[src/mcpwm_pkg.sv]
// Package with register map, field layout, reset values and types of the PWM timer
package mcpwm_pkg;

    // APB geometry
    localparam int MCPWM_ADDR_W = 12;               // Byte address width on the bus
    localparam int MCPWM_DATA_W = 32;               // APB data width
    localparam int MCPWM_IDX_W = 6;                 // Word index width (paddr[7:2])
    localparam int MCPWM_MAX_CH = 8;                // Channels the map has room for
    localparam int MCPWM_CH_W = 8;                  // Counter, period and duty width

    // Register indices, byte address is four times the index
    localparam logic [5:0] MCPWM_IDX_ENABLE = 6'h00; // Channel output enables
    localparam logic [5:0] MCPWM_IDX_POLARITY = 6'h01; // Starting level per channel
    localparam logic [5:0] MCPWM_IDX_CLKDIV = 6'h02; // Channel clock source divider
    localparam logic [5:0] MCPWM_IDX_CENTER = 6'h04; // pwm_center_align_select
    localparam logic [5:0] MCPWM_IDX_CONTROL = 6'h05; // pwm_control
    localparam logic [5:0] MCPWM_IDX_COUNT_BASE = 6'h08; // Counters, read only, 8 words
    localparam logic [5:0] MCPWM_IDX_PERIOD_BASE = 6'h10; // Period registers, 8 words
    localparam logic [5:0] MCPWM_IDX_DUTY_BASE = 6'h18; // Duty registers, 8 words
    localparam logic [2:0] MCPWM_ARRAY_SEL_W = 3'h7; // Channel field mask inside an array

    // Field positions
    localparam int MCPWM_CTL_CAT_POS = 4;           // pwm_control bits 7..4 join pairs 67..01

    // Reset values
    localparam logic [7:0] MCPWM_RST_ENABLE = 8'h00;
    localparam logic [7:0] MCPWM_RST_POLARITY = 8'h00;
    localparam logic [7:0] MCPWM_RST_CLKDIV = 8'h00;
    localparam logic [7:0] MCPWM_RST_CENTER = 8'h00;
    localparam logic [7:0] MCPWM_RST_CONTROL = 8'h00;
    localparam logic [7:0] MCPWM_RST_PERIOD = 8'hFF;
    localparam logic [7:0] MCPWM_RST_DUTY = 8'h00;

    // One channel's configuration as the timer sees it
    typedef struct packed {
        logic en;             // channel_output_enable
        logic pol;            // Starting level of each period
        logic center;         // center_align_bits entry
        logic [7:0] per;      // Period value
        logic [7:0] duty;     // Duty value
    } mcpwm_ch_cfg_t;

    // Counter state of one channel
    typedef struct packed {
        logic run;            // Waveform running, set at a clock source tick, or at once for a joined pair
        logic down;           // Center mode counting direction
        logic [7:0] cnt;      // Channel counter
    } mcpwm_ch_state_t;

endpackage

[src/mcpwm_timer.sv]
// Eight-channel PWM timer with APB register access and pair concatenation
//
// Function
// - Per-channel bit selects left or center alignment
// - Unimplemented channel bits ignore writes, read zero
// - Four control bits join channel pairs
// - Even channel forms high byte of pair
// - Each channel has 8-bit counter, period, duty
// - Counter matching period sets output period
// - Counter matching duty flips output level
// - Starting output level selectable per channel
// - Enable bit turns channel output on immediately
// - Waveform waits for next source tick, except joined
// - First cycle after enable may be irregular
// - Enabled channel forces its pin to output
`timescale 1ns/10ps
`default_nettype none

module mcpwm_timer
    import mcpwm_pkg::*;
#(
    parameter int NUM_CH = 8                    // Implemented channels, even, 2..8
) (
    input wire logic clk_i,                     // 250 MHz bus clock
    input wire logic reset_n_i,                 // Asynchronous reset, active low
    input wire logic psel_i,                    // APB select
    input wire logic penable_i,                 // APB access phase
    input wire logic pwrite_i,                  // APB direction, high for write
    input wire logic [MCPWM_ADDR_W-1:0] paddr_i, // APB byte address
    input wire logic [MCPWM_DATA_W-1:0] pwdata_i, // APB write data
    output logic [MCPWM_DATA_W-1:0] prdata_o,   // APB read data
    output logic pready_o,                      // APB ready
    output logic pslverr_o,                     // APB error, unmapped address
    output logic [MCPWM_MAX_CH-1:0] pwm_out_o,  // Channel waveforms
    output logic [MCPWM_MAX_CH-1:0] pwm_oe_o    // Pin output enables
);

    // Refuse channel counts the pair logic cannot serve, at elaboration
    if (NUM_CH < 2 || NUM_CH > MCPWM_MAX_CH || (NUM_CH % 2) != 0) begin : g_bad_num_ch
        $error("NUM_CH must be even and between 2 and 8");
    end

    localparam int NUM_PAIRS = MCPWM_MAX_CH / 2;
    // Mask of implemented channels
    localparam logic [7:0] CH_MASK = 8'((9'h001 << NUM_CH) - 9'h001);
    // Mask of implemented join bits, placed at their field position
    // Built at full byte width so the shift to the field position keeps every bit
    localparam logic [7:0] CAT_MASK = 8'(((8'h01 << (NUM_CH / 2)) - 8'h01) << MCPWM_CTL_CAT_POS);

    // Software visible registers
    logic [7:0] enable_ff;                      // channel_output_enable bits
    logic [7:0] polarity_ff;                    // Starting level bits
    logic [7:0] clkdiv_ff;                      // Clock source divider
    logic [7:0] center_ff;                      // center_align_bits
    logic [7:0] control_ff;                     // pwm_control
    logic [7:0] period_ff [MCPWM_MAX_CH];       // Period per channel
    logic [7:0] duty_ff [MCPWM_MAX_CH];         // Duty per channel

    // Clock source prescaler
    logic [7:0] presc_ff;                       // Divider counter
    logic [7:0] nxt_presc;
    logic tick;                                 // One-cycle pulse, start of a source cycle

    // Channel state and outputs
    mcpwm_ch_state_t st_ff [MCPWM_MAX_CH];      // Counter state
    mcpwm_ch_state_t nxt_st [MCPWM_MAX_CH];
    logic [7:0] out_ff;                         // Registered waveforms
    logic [7:0] nxt_out;
    mcpwm_ch_cfg_t cfg [MCPWM_MAX_CH];          // Gathered configuration

    // APB response registers
    logic [MCPWM_DATA_W-1:0] prdata_ff;
    logic [MCPWM_DATA_W-1:0] nxt_prdata;
    logic pslverr_ff;
    logic nxt_pslverr;

    // Bus decode
    wire logic [MCPWM_IDX_W-1:0] idx = paddr_i[MCPWM_IDX_W+1:2];
    wire logic [2:0] sel_ch = idx[2:0] & MCPWM_ARRAY_SEL_W;
    wire logic setup = psel_i & ~penable_i;     // Read data is prepared here
    wire logic access = psel_i & penable_i;     // Writes land here
    wire logic high_zero = (paddr_i[MCPWM_ADDR_W-1:MCPWM_IDX_W+2] == '0) & (paddr_i[1:0] == 2'h0);
    wire logic hit_enable = high_zero & (idx == MCPWM_IDX_ENABLE);
    wire logic hit_polarity = high_zero & (idx == MCPWM_IDX_POLARITY);
    wire logic hit_clkdiv = high_zero & (idx == MCPWM_IDX_CLKDIV);
    wire logic hit_center = high_zero & (idx == MCPWM_IDX_CENTER);
    wire logic hit_control = high_zero & (idx == MCPWM_IDX_CONTROL);
    wire logic hit_count = high_zero & ((idx & ~6'h07) == MCPWM_IDX_COUNT_BASE);
    wire logic hit_period = high_zero & ((idx & ~6'h07) == MCPWM_IDX_PERIOD_BASE);
    wire logic hit_duty = high_zero & ((idx & ~6'h07) == MCPWM_IDX_DUTY_BASE);
    wire logic hit_any = hit_enable | hit_polarity | hit_clkdiv | hit_center | hit_control |
                         hit_count | hit_period | hit_duty;
    // Array slots of missing channels are unmapped
    wire logic ch_ok = CH_MASK[sel_ch];
    wire logic mapped = hit_any & (~(hit_count | hit_period | hit_duty) | ch_ok);
    wire logic wr = access & pwrite_i & mapped;
    wire logic [7:0] wbyte = pwdata_i[7:0];

    // Zero wait states: answer in the access cycle with data registered at setup
    assign pready_o = access;
    assign prdata_o = prdata_ff;
    assign pslverr_o = pslverr_ff & access;

    // Read multiplexer, missing channel bits always read zero
    always_comb begin
        nxt_prdata = prdata_ff;
        nxt_pslverr = pslverr_ff;
        if (setup) begin
            nxt_pslverr = ~mapped;
            nxt_prdata = '0;
            if (hit_enable) begin
                nxt_prdata[7:0] = enable_ff & CH_MASK;
            end else if (hit_polarity) begin
                nxt_prdata[7:0] = polarity_ff & CH_MASK;
            end else if (hit_clkdiv) begin
                nxt_prdata[7:0] = clkdiv_ff;
            end else if (hit_center) begin
                nxt_prdata[7:0] = center_ff & CH_MASK;
            end else if (hit_control) begin
                nxt_prdata[7:0] = control_ff & CAT_MASK;
            end else if (hit_count && ch_ok) begin
                nxt_prdata[7:0] = st_ff[sel_ch].cnt;
            end else if (hit_period && ch_ok) begin
                nxt_prdata[7:0] = period_ff[sel_ch];
            end else if (hit_duty && ch_ok) begin
                nxt_prdata[7:0] = duty_ff[sel_ch];
            end
        end
    end

    // Response registers
    always_ff @(posedge clk_i or negedge reset_n_i) begin
        if (!reset_n_i) begin
            prdata_ff <= '0;
            pslverr_ff <= 1'b0;
        end else begin
            prdata_ff <= nxt_prdata;
            pslverr_ff <= nxt_pslverr;
        end
    end

    // Control registers; writes to missing channel bits are dropped
    always_ff @(posedge clk_i or negedge reset_n_i) begin
        if (!reset_n_i) begin
            enable_ff <= MCPWM_RST_ENABLE;
            polarity_ff <= MCPWM_RST_POLARITY;
            clkdiv_ff <= MCPWM_RST_CLKDIV;
            center_ff <= MCPWM_RST_CENTER;
            control_ff <= MCPWM_RST_CONTROL;
        end else if (wr) begin
            if (hit_enable) begin
                enable_ff <= wbyte & CH_MASK;
            end
            if (hit_polarity) begin
                polarity_ff <= wbyte & CH_MASK;
            end
            if (hit_clkdiv) begin
                clkdiv_ff <= wbyte;
            end
            if (hit_center) begin
                center_ff <= wbyte & CH_MASK;
            end
            if (hit_control) begin
                control_ff <= wbyte & CAT_MASK;
            end
        end
    end

    // Period and duty arrays, one word per channel
    always_ff @(posedge clk_i or negedge reset_n_i) begin
        if (!reset_n_i) begin
            for (int i = 0; i < MCPWM_MAX_CH; i++) begin
                period_ff[i] <= MCPWM_RST_PERIOD;
                duty_ff[i] <= MCPWM_RST_DUTY;
            end
        end else if (wr) begin
            if (hit_period) begin
                period_ff[sel_ch] <= wbyte;
            end
            if (hit_duty) begin
                duty_ff[sel_ch] <= wbyte;
            end
        end
    end

    // Clock source: one tick every clkdiv+1 bus clocks, shared by all channels
    assign tick = (presc_ff >= clkdiv_ff);
    assign nxt_presc = tick ? 8'h00 : presc_ff + 8'h01;

    always_ff @(posedge clk_i or negedge reset_n_i) begin
        if (!reset_n_i) begin
            presc_ff <= 8'h00;
        end else begin
            presc_ff <= nxt_presc;
        end
    end

    // One counter step; returns {down, count}; 16 bits wide so pairs reuse it
    function automatic logic [16:0] step(input logic [15:0] c, input logic [15:0] p,
                                         input logic dn, input logic ctr);
        logic [16:0] r;
        r = {dn, c};
        if (!ctr) begin
            // Left aligned: up, back to zero after the period match
            r = (c == p) ? 17'h00000 : {1'b0, c + 16'h0001};
        end else if (!dn) begin
            // Center aligned rising half, turns at the period match
            if (c >= p) begin
                r = {1'b1, (c == 16'h0000) ? 16'h0000 : c - 16'h0001};
            end else begin
                r = {1'b0, c + 16'h0001};
            end
        end else begin
            // Center aligned falling half, turns at zero
            if (c == 16'h0000) begin
                r = {1'b0, (p == 16'h0000) ? 16'h0000 : 16'h0001};
            end else begin
                r = {1'b1, c - 16'h0001};
            end
        end
        return r;
    endfunction

    // Per-pair timers; the even channel is the high byte when the pair is joined
    for (genvar g = 0; g < NUM_PAIRS; g++) begin : g_pair
        localparam int E = 2 * g;
        localparam int O = 2 * g + 1;
        wire logic cat = control_ff[MCPWM_CTL_CAT_POS + g];
        // Joined counter, period and duty: even bytes on top
        wire logic [15:0] cnt16 = {st_ff[E].cnt, st_ff[O].cnt};
        wire logic [15:0] per16 = {cfg[E].per, cfg[O].per};
        wire logic [15:0] duty16 = {cfg[E].duty, cfg[O].duty};
        // Step results for the odd channel (8 or 16 bit) and the even one
        wire logic [16:0] s_lo = cat ? step(cnt16, per16, st_ff[O].down, cfg[O].center) :
                                       step({8'h00, st_ff[O].cnt}, {8'h00, cfg[O].per},
                                            st_ff[O].down, cfg[O].center);
        wire logic [16:0] s_hi = step({8'h00, st_ff[E].cnt}, {8'h00, cfg[E].per},
                                      st_ff[E].down, cfg[E].center);
        // Duty compare: below duty shows the starting level
        wire logic lo_lvl = cat ? (cnt16 < duty16) : (st_ff[O].cnt < cfg[O].duty);
        wire logic hi_lvl = st_ff[E].cnt < cfg[E].duty;

        // Gather configuration per channel
        for (genvar k = 0; k < 2; k++) begin : g_cfg
            assign cfg[E + k] = '{en: enable_ff[E + k], pol: polarity_ff[E + k],
                                  center: center_ff[E + k], per: period_ff[E + k],
                                  duty: duty_ff[E + k]};
        end

        // Next state of both channels of the pair
        always_comb begin
            nxt_st[O] = st_ff[O];
            nxt_st[E] = st_ff[E];
            if (!cfg[O].en) begin
                // Disabled channel parks at zero, counting up
                nxt_st[O] = '{run: 1'b0, down: 1'b0, cnt: 8'h00};
            end else if (!st_ff[O].run) begin
                // Joined pairs start at once, single ones at the next tick
                nxt_st[O].run = tick | cat;
            end else if (tick) begin
                nxt_st[O].cnt = s_lo[7:0];
                nxt_st[O].down = s_lo[16];
            end
            if (cat) begin
                // Joined: even counter carries the high byte of the odd chain
                nxt_st[E].run = 1'b0;
                nxt_st[E].down = 1'b0;
                nxt_st[E].cnt = (cfg[O].en && st_ff[O].run && tick) ? s_lo[15:8] :
                                (cfg[O].en ? st_ff[E].cnt : 8'h00);
            end else if (!cfg[E].en) begin
                nxt_st[E] = '{run: 1'b0, down: 1'b0, cnt: 8'h00};
            end else if (!st_ff[E].run) begin
                nxt_st[E].run = tick;
            end else if (tick) begin
                nxt_st[E].cnt = s_hi[7:0];
                nxt_st[E].down = s_hi[16];
            end
        end

        // Output levels: start level below duty; idle channels rest at its inverse; the even channel of a joined pair stays low
        assign nxt_out[O] = st_ff[O].run ? (lo_lvl ~^ cfg[O].pol) : ~cfg[O].pol;
        assign nxt_out[E] = cat ? 1'b0 :
                            (st_ff[E].run ? (hi_lvl ~^ cfg[E].pol) : ~cfg[E].pol);
    end

    // Channel state registers
    always_ff @(posedge clk_i or negedge reset_n_i) begin
        if (!reset_n_i) begin
            for (int i = 0; i < MCPWM_MAX_CH; i++) begin
                st_ff[i] <= '{run: 1'b0, down: 1'b0, cnt: 8'h00};
            end
        end else begin
            for (int i = 0; i < MCPWM_MAX_CH; i++) begin
                st_ff[i] <= nxt_st[i];
            end
        end
    end

    // Output registers; missing channels stay low
    always_ff @(posedge clk_i or negedge reset_n_i) begin
        if (!reset_n_i) begin
            out_ff <= 8'h00;
        end else begin
            out_ff <= nxt_out & CH_MASK;
        end
    end

    assign pwm_out_o = out_ff;
    // Pin direction follows the enable bit with no wait for the clock source
    assign pwm_oe_o = enable_ff;

endmodule

`default_nettype wire

[config.mk]
export PLATFORM = sky130hd
export DESIGN_NAME = mcpwm_timer
export DESIGN_NICKNAME = d
export VERILOG_FILES = /design/src/mcpwm_pkg.sv /design/src/mcpwm_timer.sv
export SDC_FILE = /design/constraint.sdc
export NUM_CORES = 1
export LEC_CHECK = 0
export ABC_AREA = 1
export BUFFER_PORTS_ARGS = -buffer_cell sky130_fd_sc_hd__buf_2
export CORE_MARGIN = 8
export CORE_UTILIZATION = 54
export DETAILED_ROUTE_END_ITERATION = 7
export MAX_ROUTING_LAYER = met4
export PLACE_DENSITY = 0.71
export SLEW_MARGIN = 30
export SYNTH_ARGS = -nofsm -noshare
export SYNTH_HDL_FRONTEND = slang
export SYNTH_SLANG_ARGS = --single-unit
[constraint.sdc]
create_clock -name clk_i -period 5.79 [get_ports clk_i]
set_input_delay 1.737 -clock clk_i [delete_from_list [all_inputs] [get_ports clk_i]]
set_output_delay 1.737 -clock clk_i [all_outputs]
set_load 0.05 [all_outputs]
# Yosys cells after proc, flatten, opt, wreduce, memory -nomap -nowiden
# Memories as Yosys holds them, arrays and structs flattened.
# Cells that the tools add are included.
[classes]
n_addsub = 25
order_cmp = 28
eq_ne = 39
muxes = 171
bitwise_logic = 49
n_reduce_logical = 58
[ops]
columns = ["cell", "n"]
rows = [
  ["17-bit two-way mux", 52],
  ["16-bit two-way mux", 24],
  ["8-bit two-way mux", 24],
  ["9-bit two-way mux", 16],
  ["64-bit bitwise mux", 2],
  ["16-bit logical NOT", 8],
  ["8-bit logical NOT", 16],
  ["10-bit two-way mux", 12],
  ["8-bit by 1-bit adder with 9-bit output, second input constant", 8],
  ["8-bit greater-or-equal comparator", 9],
  ["8-bit by 1-bit subtractor with 9-bit output, second input constant", 8],
  ["16-bit by 1-bit adder with 16-bit output, second input constant", 4],
  ["16-bit == test", 4],
  ["8-bit == test", 8],
  ["16-bit greater-or-equal comparator", 4],
  ["16-bit less-than comparator", 4],
  ["8-bit less-than comparator", 8],
  ["16-bit by 1-bit subtractor with 16-bit output, second input constant", 4],
  ["8-bit binary-select mux with 3-bit select", 2],
  ["1-bit two-way mux", 37],
  ["10-bit binary-select mux with 3-bit select", 1],
  ["2-bit AND reduction", 15],
  ["8-bit demux with 3-bit select", 1],
  ["3-bit by 1-bit inequality test with 1-bit output, second input constant", 8],
  ["21 further kinds", 91],
]
[word_totals]
reg_bits = 269
romBits = 8
in_bits = 49
n_memories = 1
[memory_table]
columns = ["name", "words", "width", "read_ports", "rd_ports_with_merged_regs", "write_ports", "line_no", "source"]
rows = [
  ["(no name shown)", 8, 1, 1, 0, 0, "mcpwm_timer.sv:94", "wire logic ch_ok = CH_MASK[sel_ch];"],
]

# Depth between registers and ports, before layout
# Gate-level depths: netlist (run 1).
[depth]
ltp_word = 13
ltp_mapped = 19
mapped_depth_nobuf = 18

# Worst setup path before layout (run 1)
# OpenSTA, ideal clock, no wires.
[synth_timing]
path_kind = "input to output"
start = "in psel_i"
end = "out pslverr_o"
arrival_ns = 2.452
required_ns = 4.053
slack_ns = 1.601
cell_stages = 2
path_cell_list = "nand2_1 -> nor2_1"
[synth_via]
elab_chain_cells = 2
[synth_lines]
columns = ["element", "line_no", "source"]
rows = [
  ["start: declaration", "mcpwm_timer.sv:26", "input wire logic psel_i,"],
  ["1-bit AND", "mcpwm_timer.sv:81", "wire logic access = psel_i & penable_i;"],
  ["1-bit AND", "mcpwm_timer.sv:102", "assign pslverr_o = pslverr_ff & access;"],
  ["end: declaration", "mcpwm_timer.sv:33", "output logic pslverr_o,"],
]
# No other way between the ends.

# Worst setup path after layout (run 1)
# Same ends and word-level chain as after synthesis.

==> reports/qor.yml, run 1 <==
status: "complete, no violations"
post-route-util_pct: 57.7
path_buf_inv: 2
drc: 0
cts_tree: "yes"
area_delta_synth_final_pct: 6.40
critPathRequiredTime_ns: 4.05
ioPinCount: 99
grt_pass1_vias: 22800
irDropWorstVdd_v: 0.000218
critical_path.slowest_cell: "buf_2"
die_h_um: 223
critPathMaxStageDelay_ns: 0.27
grt_use_total_pct: 33.1
rsz0062_at_grt: "false"
antenna_found_initial: 0
ys_top_cells_by_area: "dfrtp_1, nand2_1, ha_1"
yosys.area.top_type_share_pct: 22.2
core-area_um2: 42700
finalSetupViolCount: 0
p_leak_nw: 12.6
post_cts_resized: 0
synth.avg_cell_area_um2: 6.53
dp_hpwl_mm: 60.2
wirelength_mm: 81.8
wl_met3_mm: 6.30
synth_edf_count: 0
register_area_um2: 6810
fp.dieW_um: 223
drt_pass1_iterations: 5
switching_share_pct: 25.6
power_switching_mw: 1.11
start_util_pct: 54.2
path_clk_slew_ns: 0.06
drt_iter0_markers: 2640
drive_above_1_share_pct: 6.60
rows: 76
tightestPinTransition_ns: 0.955
dieArea_um2: 49700
clock_latency_ns: 0.56
cts_sinks: 269
p_seq_share_pct: 43.5
fmax_ghz: 0.250
wl_met2_mm: 37.0
overflow: 0
power.total_mw: 4.33
vias_per_cell: 5.96
syn_inst: 3542
yosys.area.top_type: "dfrtp_1"
slew_viol_final: 0
met1_length_mm: 34.3
ant_nets: 0
nets: 3710
grt_pass1_wl_mm: 128
vias: 24300
min_path_type: "reg -> reg"
gp_congestion: 0.990
htree_num_levels: 2
critical_path.most_common_cell: "buf_2"
path_delay_family: "buffers and inverters"
yosysWarningCount: 0
cts_buffers: 34
path_cells: "buf_2 -> nand2_1 -> nor2_1 -> buf_2"
top_layer: "met4"
fin_worst_skew_ns: 0.0224
finalHoldViolCount: 0
startpoint_type: "input pin"
cts-hold-fix-buffers: 0
fillerInstances: 4134
ys_types: 52
power.density_nw_per_um2: 176
p_comb_share_pct: 5.8
slew_headroom_pct: 36.4
setup_tns_ns: 0
async_flop_share_pct: 100
ys_seq_elements: 269
clk_path_buf_depth: 3
crit_path_end_kind: "primary output"
critical_path_class: "in -> out"
ys_seq_area_share_pct: 29.4
period_minus_slack_ns: 3.99
multi_input_area_um2: 13900
portBuffers: 50
clockPowerShare_pct: 50.7
post_cts.repair.setup_buffers: 0
synth_ff_type: "dfrtp_1"
drv_cap: 0
grt_max_degree: 96
arrival_ns: 2.26
cts-root-buf: "clkbuf_16"
synthesis.area_um2: 23100
cp_max_fo: 3
avgRoutedWirePerCell_um: 20.1
p_int_mw: 3.22
period_share_pct: 69.0
[cells in the mapped netlist, types with 32 or more instances]
cell,instances
clkbuf_1,110
inv_1,437
dfstp_2,64
a21oi_1,277
ha_1,157
nand4_1,72
o211ai_1,37
nor3_1,38
o21ai_1,35
nand2_1,1005
buf_4,32
nand3_1,255
xor2_1,87
dfrtp_1,205
o21ai_0,327
nor2_1,251
[tightest hold or removal path: stages (launching register included)]
cell and delay, ns:
dfrtp_1 0.34, nand2_1 0.05, nand2_1 0.05
[worst paths after layout]
path / end / start / slack [ns] / cells past startpoint
hold / removal: prdata_o[2]$_DFFE_PN0P_ / prdata_o[2]$_DFFE_PN0P_ / 0.48 / 2
hold reg to reg: prdata_o[2]$_DFFE_PN0P_ / prdata_o[2]$_DFFE_PN0P_ / 0.48 / 2
setup reg to reg: g_pair[1].cnt16[8]$_DFFE_PN0P_ / g_pair[1].cnt16[0]$_DFFE_PN0P_ / 2.09 / 13
setup / recovery: pslverr_o / psel_i / 1.80 / 4
max in group asynchronous: presc_ff[2]$_DFF_PN0_ / reset_n_i / 3.45 / 2
min in group asynchronous: g_pair[3].cnt16[13]$_DFFE_PN0P_ / reset_n_i / 1.16 / 1
[cell usage in the layout (no fill, tap or decap), types with 5 or more instances in the layout]
cell type,n
conb_1,24
nor3b_1,6
or2_2,7
a31oi_1,5
o21ai_0,327
ha_1,157
dfstp_2,64
a21oi_1,277
dfrtp_1,205
clkinv_2,5
nand2_1,1005
xnor2_1,6
nand4_1,72
o211ai_1,37
inv_1,437
buf_4,23
o21ai_1,35
nor3_1,37
xor2_1,87
clkbuf_16,35
clkinv_1,7
o31ai_1,6
nor2_4,10
clkbuf_1,7
buf_2,49
nor2_1,251
o22ai_1,9
nand3_1,255
nand2_4,7
nor2_2,6
o2111ai_1,8
nand3b_1,7
[sequential cells by signal, summed over array words and instances (netlist names)]
name,count
cfg,128
g_pair.cnt16,64
st_ff,16
center_ff,8
clkdiv_ff,8
polarity_ff,8
prdata_o,8
presc_ff,8
pwm_oe_o,8
pwm_out_o,8
control_ff,4
pslverr_ff,1
[power by group through the flow]
stage	combinational [mW]	sequential [mW]	clock [mW]
final	0.252	1.89	2.20
after global routing	0.268	1.88	2.28
after CTS	0.248	1.89	2.22
after detailed placement	0.247	1.92	0
after global placement	0.247	1.92	0
after floorplan	0.140	1.92	0
[through the flow]
| step | worst slack (ns) | cell area (um2) | hold slack [ns] | instances |
|---|---|---|---|---|
| 5_1_grt | 1.58 | 24600 | 0.511 | 4074 |
| 4_1_cts | 1.80 | 24600 | 0.483 | 4074 |
| 6_report | 1.80 | 24600 | 0.478 | 4075 |
| 3_5_place_dp | 1.33 | 23500 | 0.465 | 4014 |
| 2_1_floorplan | 1.60 | 23200 | 0.453 | 3565 |
| 3_3_place_gp | 1.43 | 23500 | 0.461 | 4014 |
[kinds of logic (layout without fill, tap and decap cells)]
| group | count (synthesis) | count (layout) | synth area share [%] |
|---|---|---|---|
| DFF | 269 | 269 | 29.4 |
| buffers and inverters | 618 | 581 | 11.1 |
| adders and majority gates | 157 | 157 | 8.49 |
| xor gates and xnor gates | 93 | 93 | 3.52 |
| and+or+nand+nor | 1678 | 1678 | 30.8 |
| other | 1 | 25 | 0.0162 |
| AOI/OAI and AO/OA | 726 | 726 | 16.6 |
[cell type report]
class | instances | share of cell area (%)
inverter | 447 | 6.84
clock inverter | 14 | 0.666
antenna | 1 | 0.0102
timing repair buffer | 74 | 1.84
sequential | 269 | 27.7
tap | 546 | 2.78
multi-input combinational | 2678 | 56.3
clock buffer | 46 | 3.89
[per-layer routing]
layer	vias up	GRT usage, %
li1	11500	-
met1	11500	42.9
met2	1117	51.4
met3	219	3.60
met4	0	16.0
met5	-	-
(Power assumes the default switching activity.)
==> run 2, diff against run 1 <==
==> constraint.sdc (replaced) <==
create_clock -name clk_i -period 4 [get_ports clk_i]
set_input_delay 1.2 -clock clk_i [delete_from_list [all_inputs] [get_ports clk_i]]
set_output_delay 1.2 -clock clk_i [all_outputs]
set_load 0.05 [all_outputs]
==> run 2 against run 1 <==
Sequential power grew 44%. Setup slack lost 1.2 ns. Critical path type is now reg -> reg. Critical path depth grew 9. Wire length grew 1.4%. Critical endpoint is now g_pair[2].cnt16[13]$_DFFE_PN0P_. Via count grew 1.2%. Sequential share of layout area shrank 0.57 points. Clock power grew 44%. Total power grew 45%. Global-route usage grew 0.37 points. Combinational power grew 50%. Register-to-register slack lost 1.5 ns.
==> reports/qor.yml, run 2 (synthesis gave the netlist of run 1 again) <==
status: "complete, no violations"
die_h_um: 223
post_cts_resized: 0
slew_viol_final: 0
avgRoutedWirePerCell_um: 20.0
gp_congestion: 1.01
mostFrequentLayoutCells: "nand2_1, inv_1, o21ai_0, a21oi_1, nand3_1"
dp_hpwl_mm: 61.4
dieArea_um2: 49700
drv_cap: 0
overflow: 0
register_area_um2: 6810
power.total_mw: 6.27
ant_nets: 0
cts_sinks: 269
vias_per_cell: 5.94
slew_headroom_pct: 33.1
power.density_nw_per_um2: 249
drt_pass1_iterations: 6
finalNonFillerCells: 4139
p_seq_share_pct: 43.5
clockPowerShare_pct: 50.4
ioPinCount: 99
irDropWorstVdd_v: 0.000210
cp_max_fo: 17
p_int_mw: 4.62
drt_iter0_markers: 2562
start_util_pct: 54.2
drc: 0
area_delta_synth_final_pct: 8.64
period_share_pct: 86.1
crit_path_end_kind: "flip-flop"
path_clk_slew_ns: 0.06
hold_slack_ns: 0.472
fin_area_um2: 25100
htree_num_levels: 2
p_leak_nw: 12.9
place_ws_ns: 0.354
post_dp_cell_area_um2: 24000
post_cts.repair.setup_buffers: 0
clk_path_buf_depth: 3
post-route-util_pct: 58.9
dp.cells: 4076
tightestPinTransition_ns: 1.00
setup_tns_ns: 0
final_common_cell: "nand2_1"
cts-root-buf: "clkbuf_16"
core-area_um2: 42700
critical_path_class: "reg -> reg"
clock_latency_ns: 0.56
fin_worst_skew_ns: 0.0208
antenna_found_initial: 2
grt_max_degree: 98
rsz0062_at_grt: "false"
fp.dieW_um: 223
wirelength_mm: 83.0
switching_share_pct: 26.3
vias: 24600
min_path_type: "reg -> reg"
finalHoldViolCount: 0
power_switching_mw: 1.65
grt_pass1_vias: 23300
drive_above_1_share_pct: 8.24
portBuffers: 50
nets: 3772
fmax_ghz: 0.290
finalSetupViolCount: 0
grt_use_total_pct: 33.5
p_comb_share_pct: 6.1
largest_register_ffs: 128
fillerInstances: 4109
startpoint_type: "flip-flop"
multi_input_area_um2: 13900
rows: 76
cts-hold-fix-buffers: 0
cts_buffers: 34
critPathRequiredTime_ns: 4.48
period_minus_slack_ns: 3.44
reg2reg_slack_ns: 0.56
fin_ws_ns: 0.555
grt_pass1_wl_mm: 130
cts_tree: "yes"
arrival_ns: 3.93
[run 2: cell count changes in the layout (fill, tap and decap cells not counted), moves of 2 or more]
cell	delta
buf_12	+5
clkinv_4	+2
clkbuf_1	-2
buf_4	+57
[run 2: cell type report]
cell class | count | share of cell area, %
timing repair buffer | 136 | 3.90
antenna | 2 | 0.0199
clock buffer | 44 | 3.78
multi-input combinational | 2678 | 55.1
inverter | 447 | 6.70
sequential | 269 | 27.1
clock inverter | 17 | 0.652
tap | 546 | 2.72
[run 2: final timing paths]
| path | cells after the start | to | start |
|---|---|---|---|
| setup / recovery | 13 | g_pair[2].cnt16[13]$_DFFE_PN0P_ | g_pair[2].cnt16[14]$_DFFE_PN0P_ |
| hold / removal | 2 | prdata_o[1]$_DFFE_PN0P_ | prdata_o[1]$_DFFE_PN0P_ |
| setup reg to reg | 13 | g_pair[2].cnt16[13]$_DFFE_PN0P_ | g_pair[2].cnt16[14]$_DFFE_PN0P_ |
| hold reg to reg | 2 | prdata_o[1]$_DFFE_PN0P_ | prdata_o[1]$_DFFE_PN0P_ |
| max in group asynchronous | 2 | g_pair[1].cnt16[7]$_DFFE_PN0P_ | reset_n_i |
| min in group asynchronous | 1 | g_pair[3].cnt16[8]$_DFFE_PN0P_ | reset_n_i |
[run 2: worst max-delay path: stages (launching register included)]
cell	delay, ns
dfrtp_1	0.60
ha_1	0.32
nand2_1	0.07
inv_1	0.05
nand3_1	0.08
nor2_1	0.06
buf_4	0.15
nand2_1	0.21
nand4_1	0.47
nand2_1	0.70
inv_1	0.29
nand2_1	0.12
nand3_1	0.09
a21oi_1	0.16
[run 2: power by group through the flow]
stage / combinational (mW) / clock, mW / sequential [mW]
2_1_floorplan: 0.202 / 0 / 2.78
6_report: 0.379 / 3.16 / 2.73
3_3_place_gp: 0.370 / 0 / 2.78
3_5_place_dp: 0.371 / 0 / 2.78
5_1_grt: 0.401 / 3.30 / 2.73
4_1_cts: 0.372 / 3.19 / 2.73
[run 2: per-layer routing]
layer	GRT usage [%]	routed length, um	vias to the layer above	part of all wire [%]
met5	-	0	-	0
met4	16.1	4310	0	5.2
met3	4.57	6750	259	8.1
met2	51.3	37200	1190	45
met1	43.4	34700	11500	42
li1	-	-	11600	-
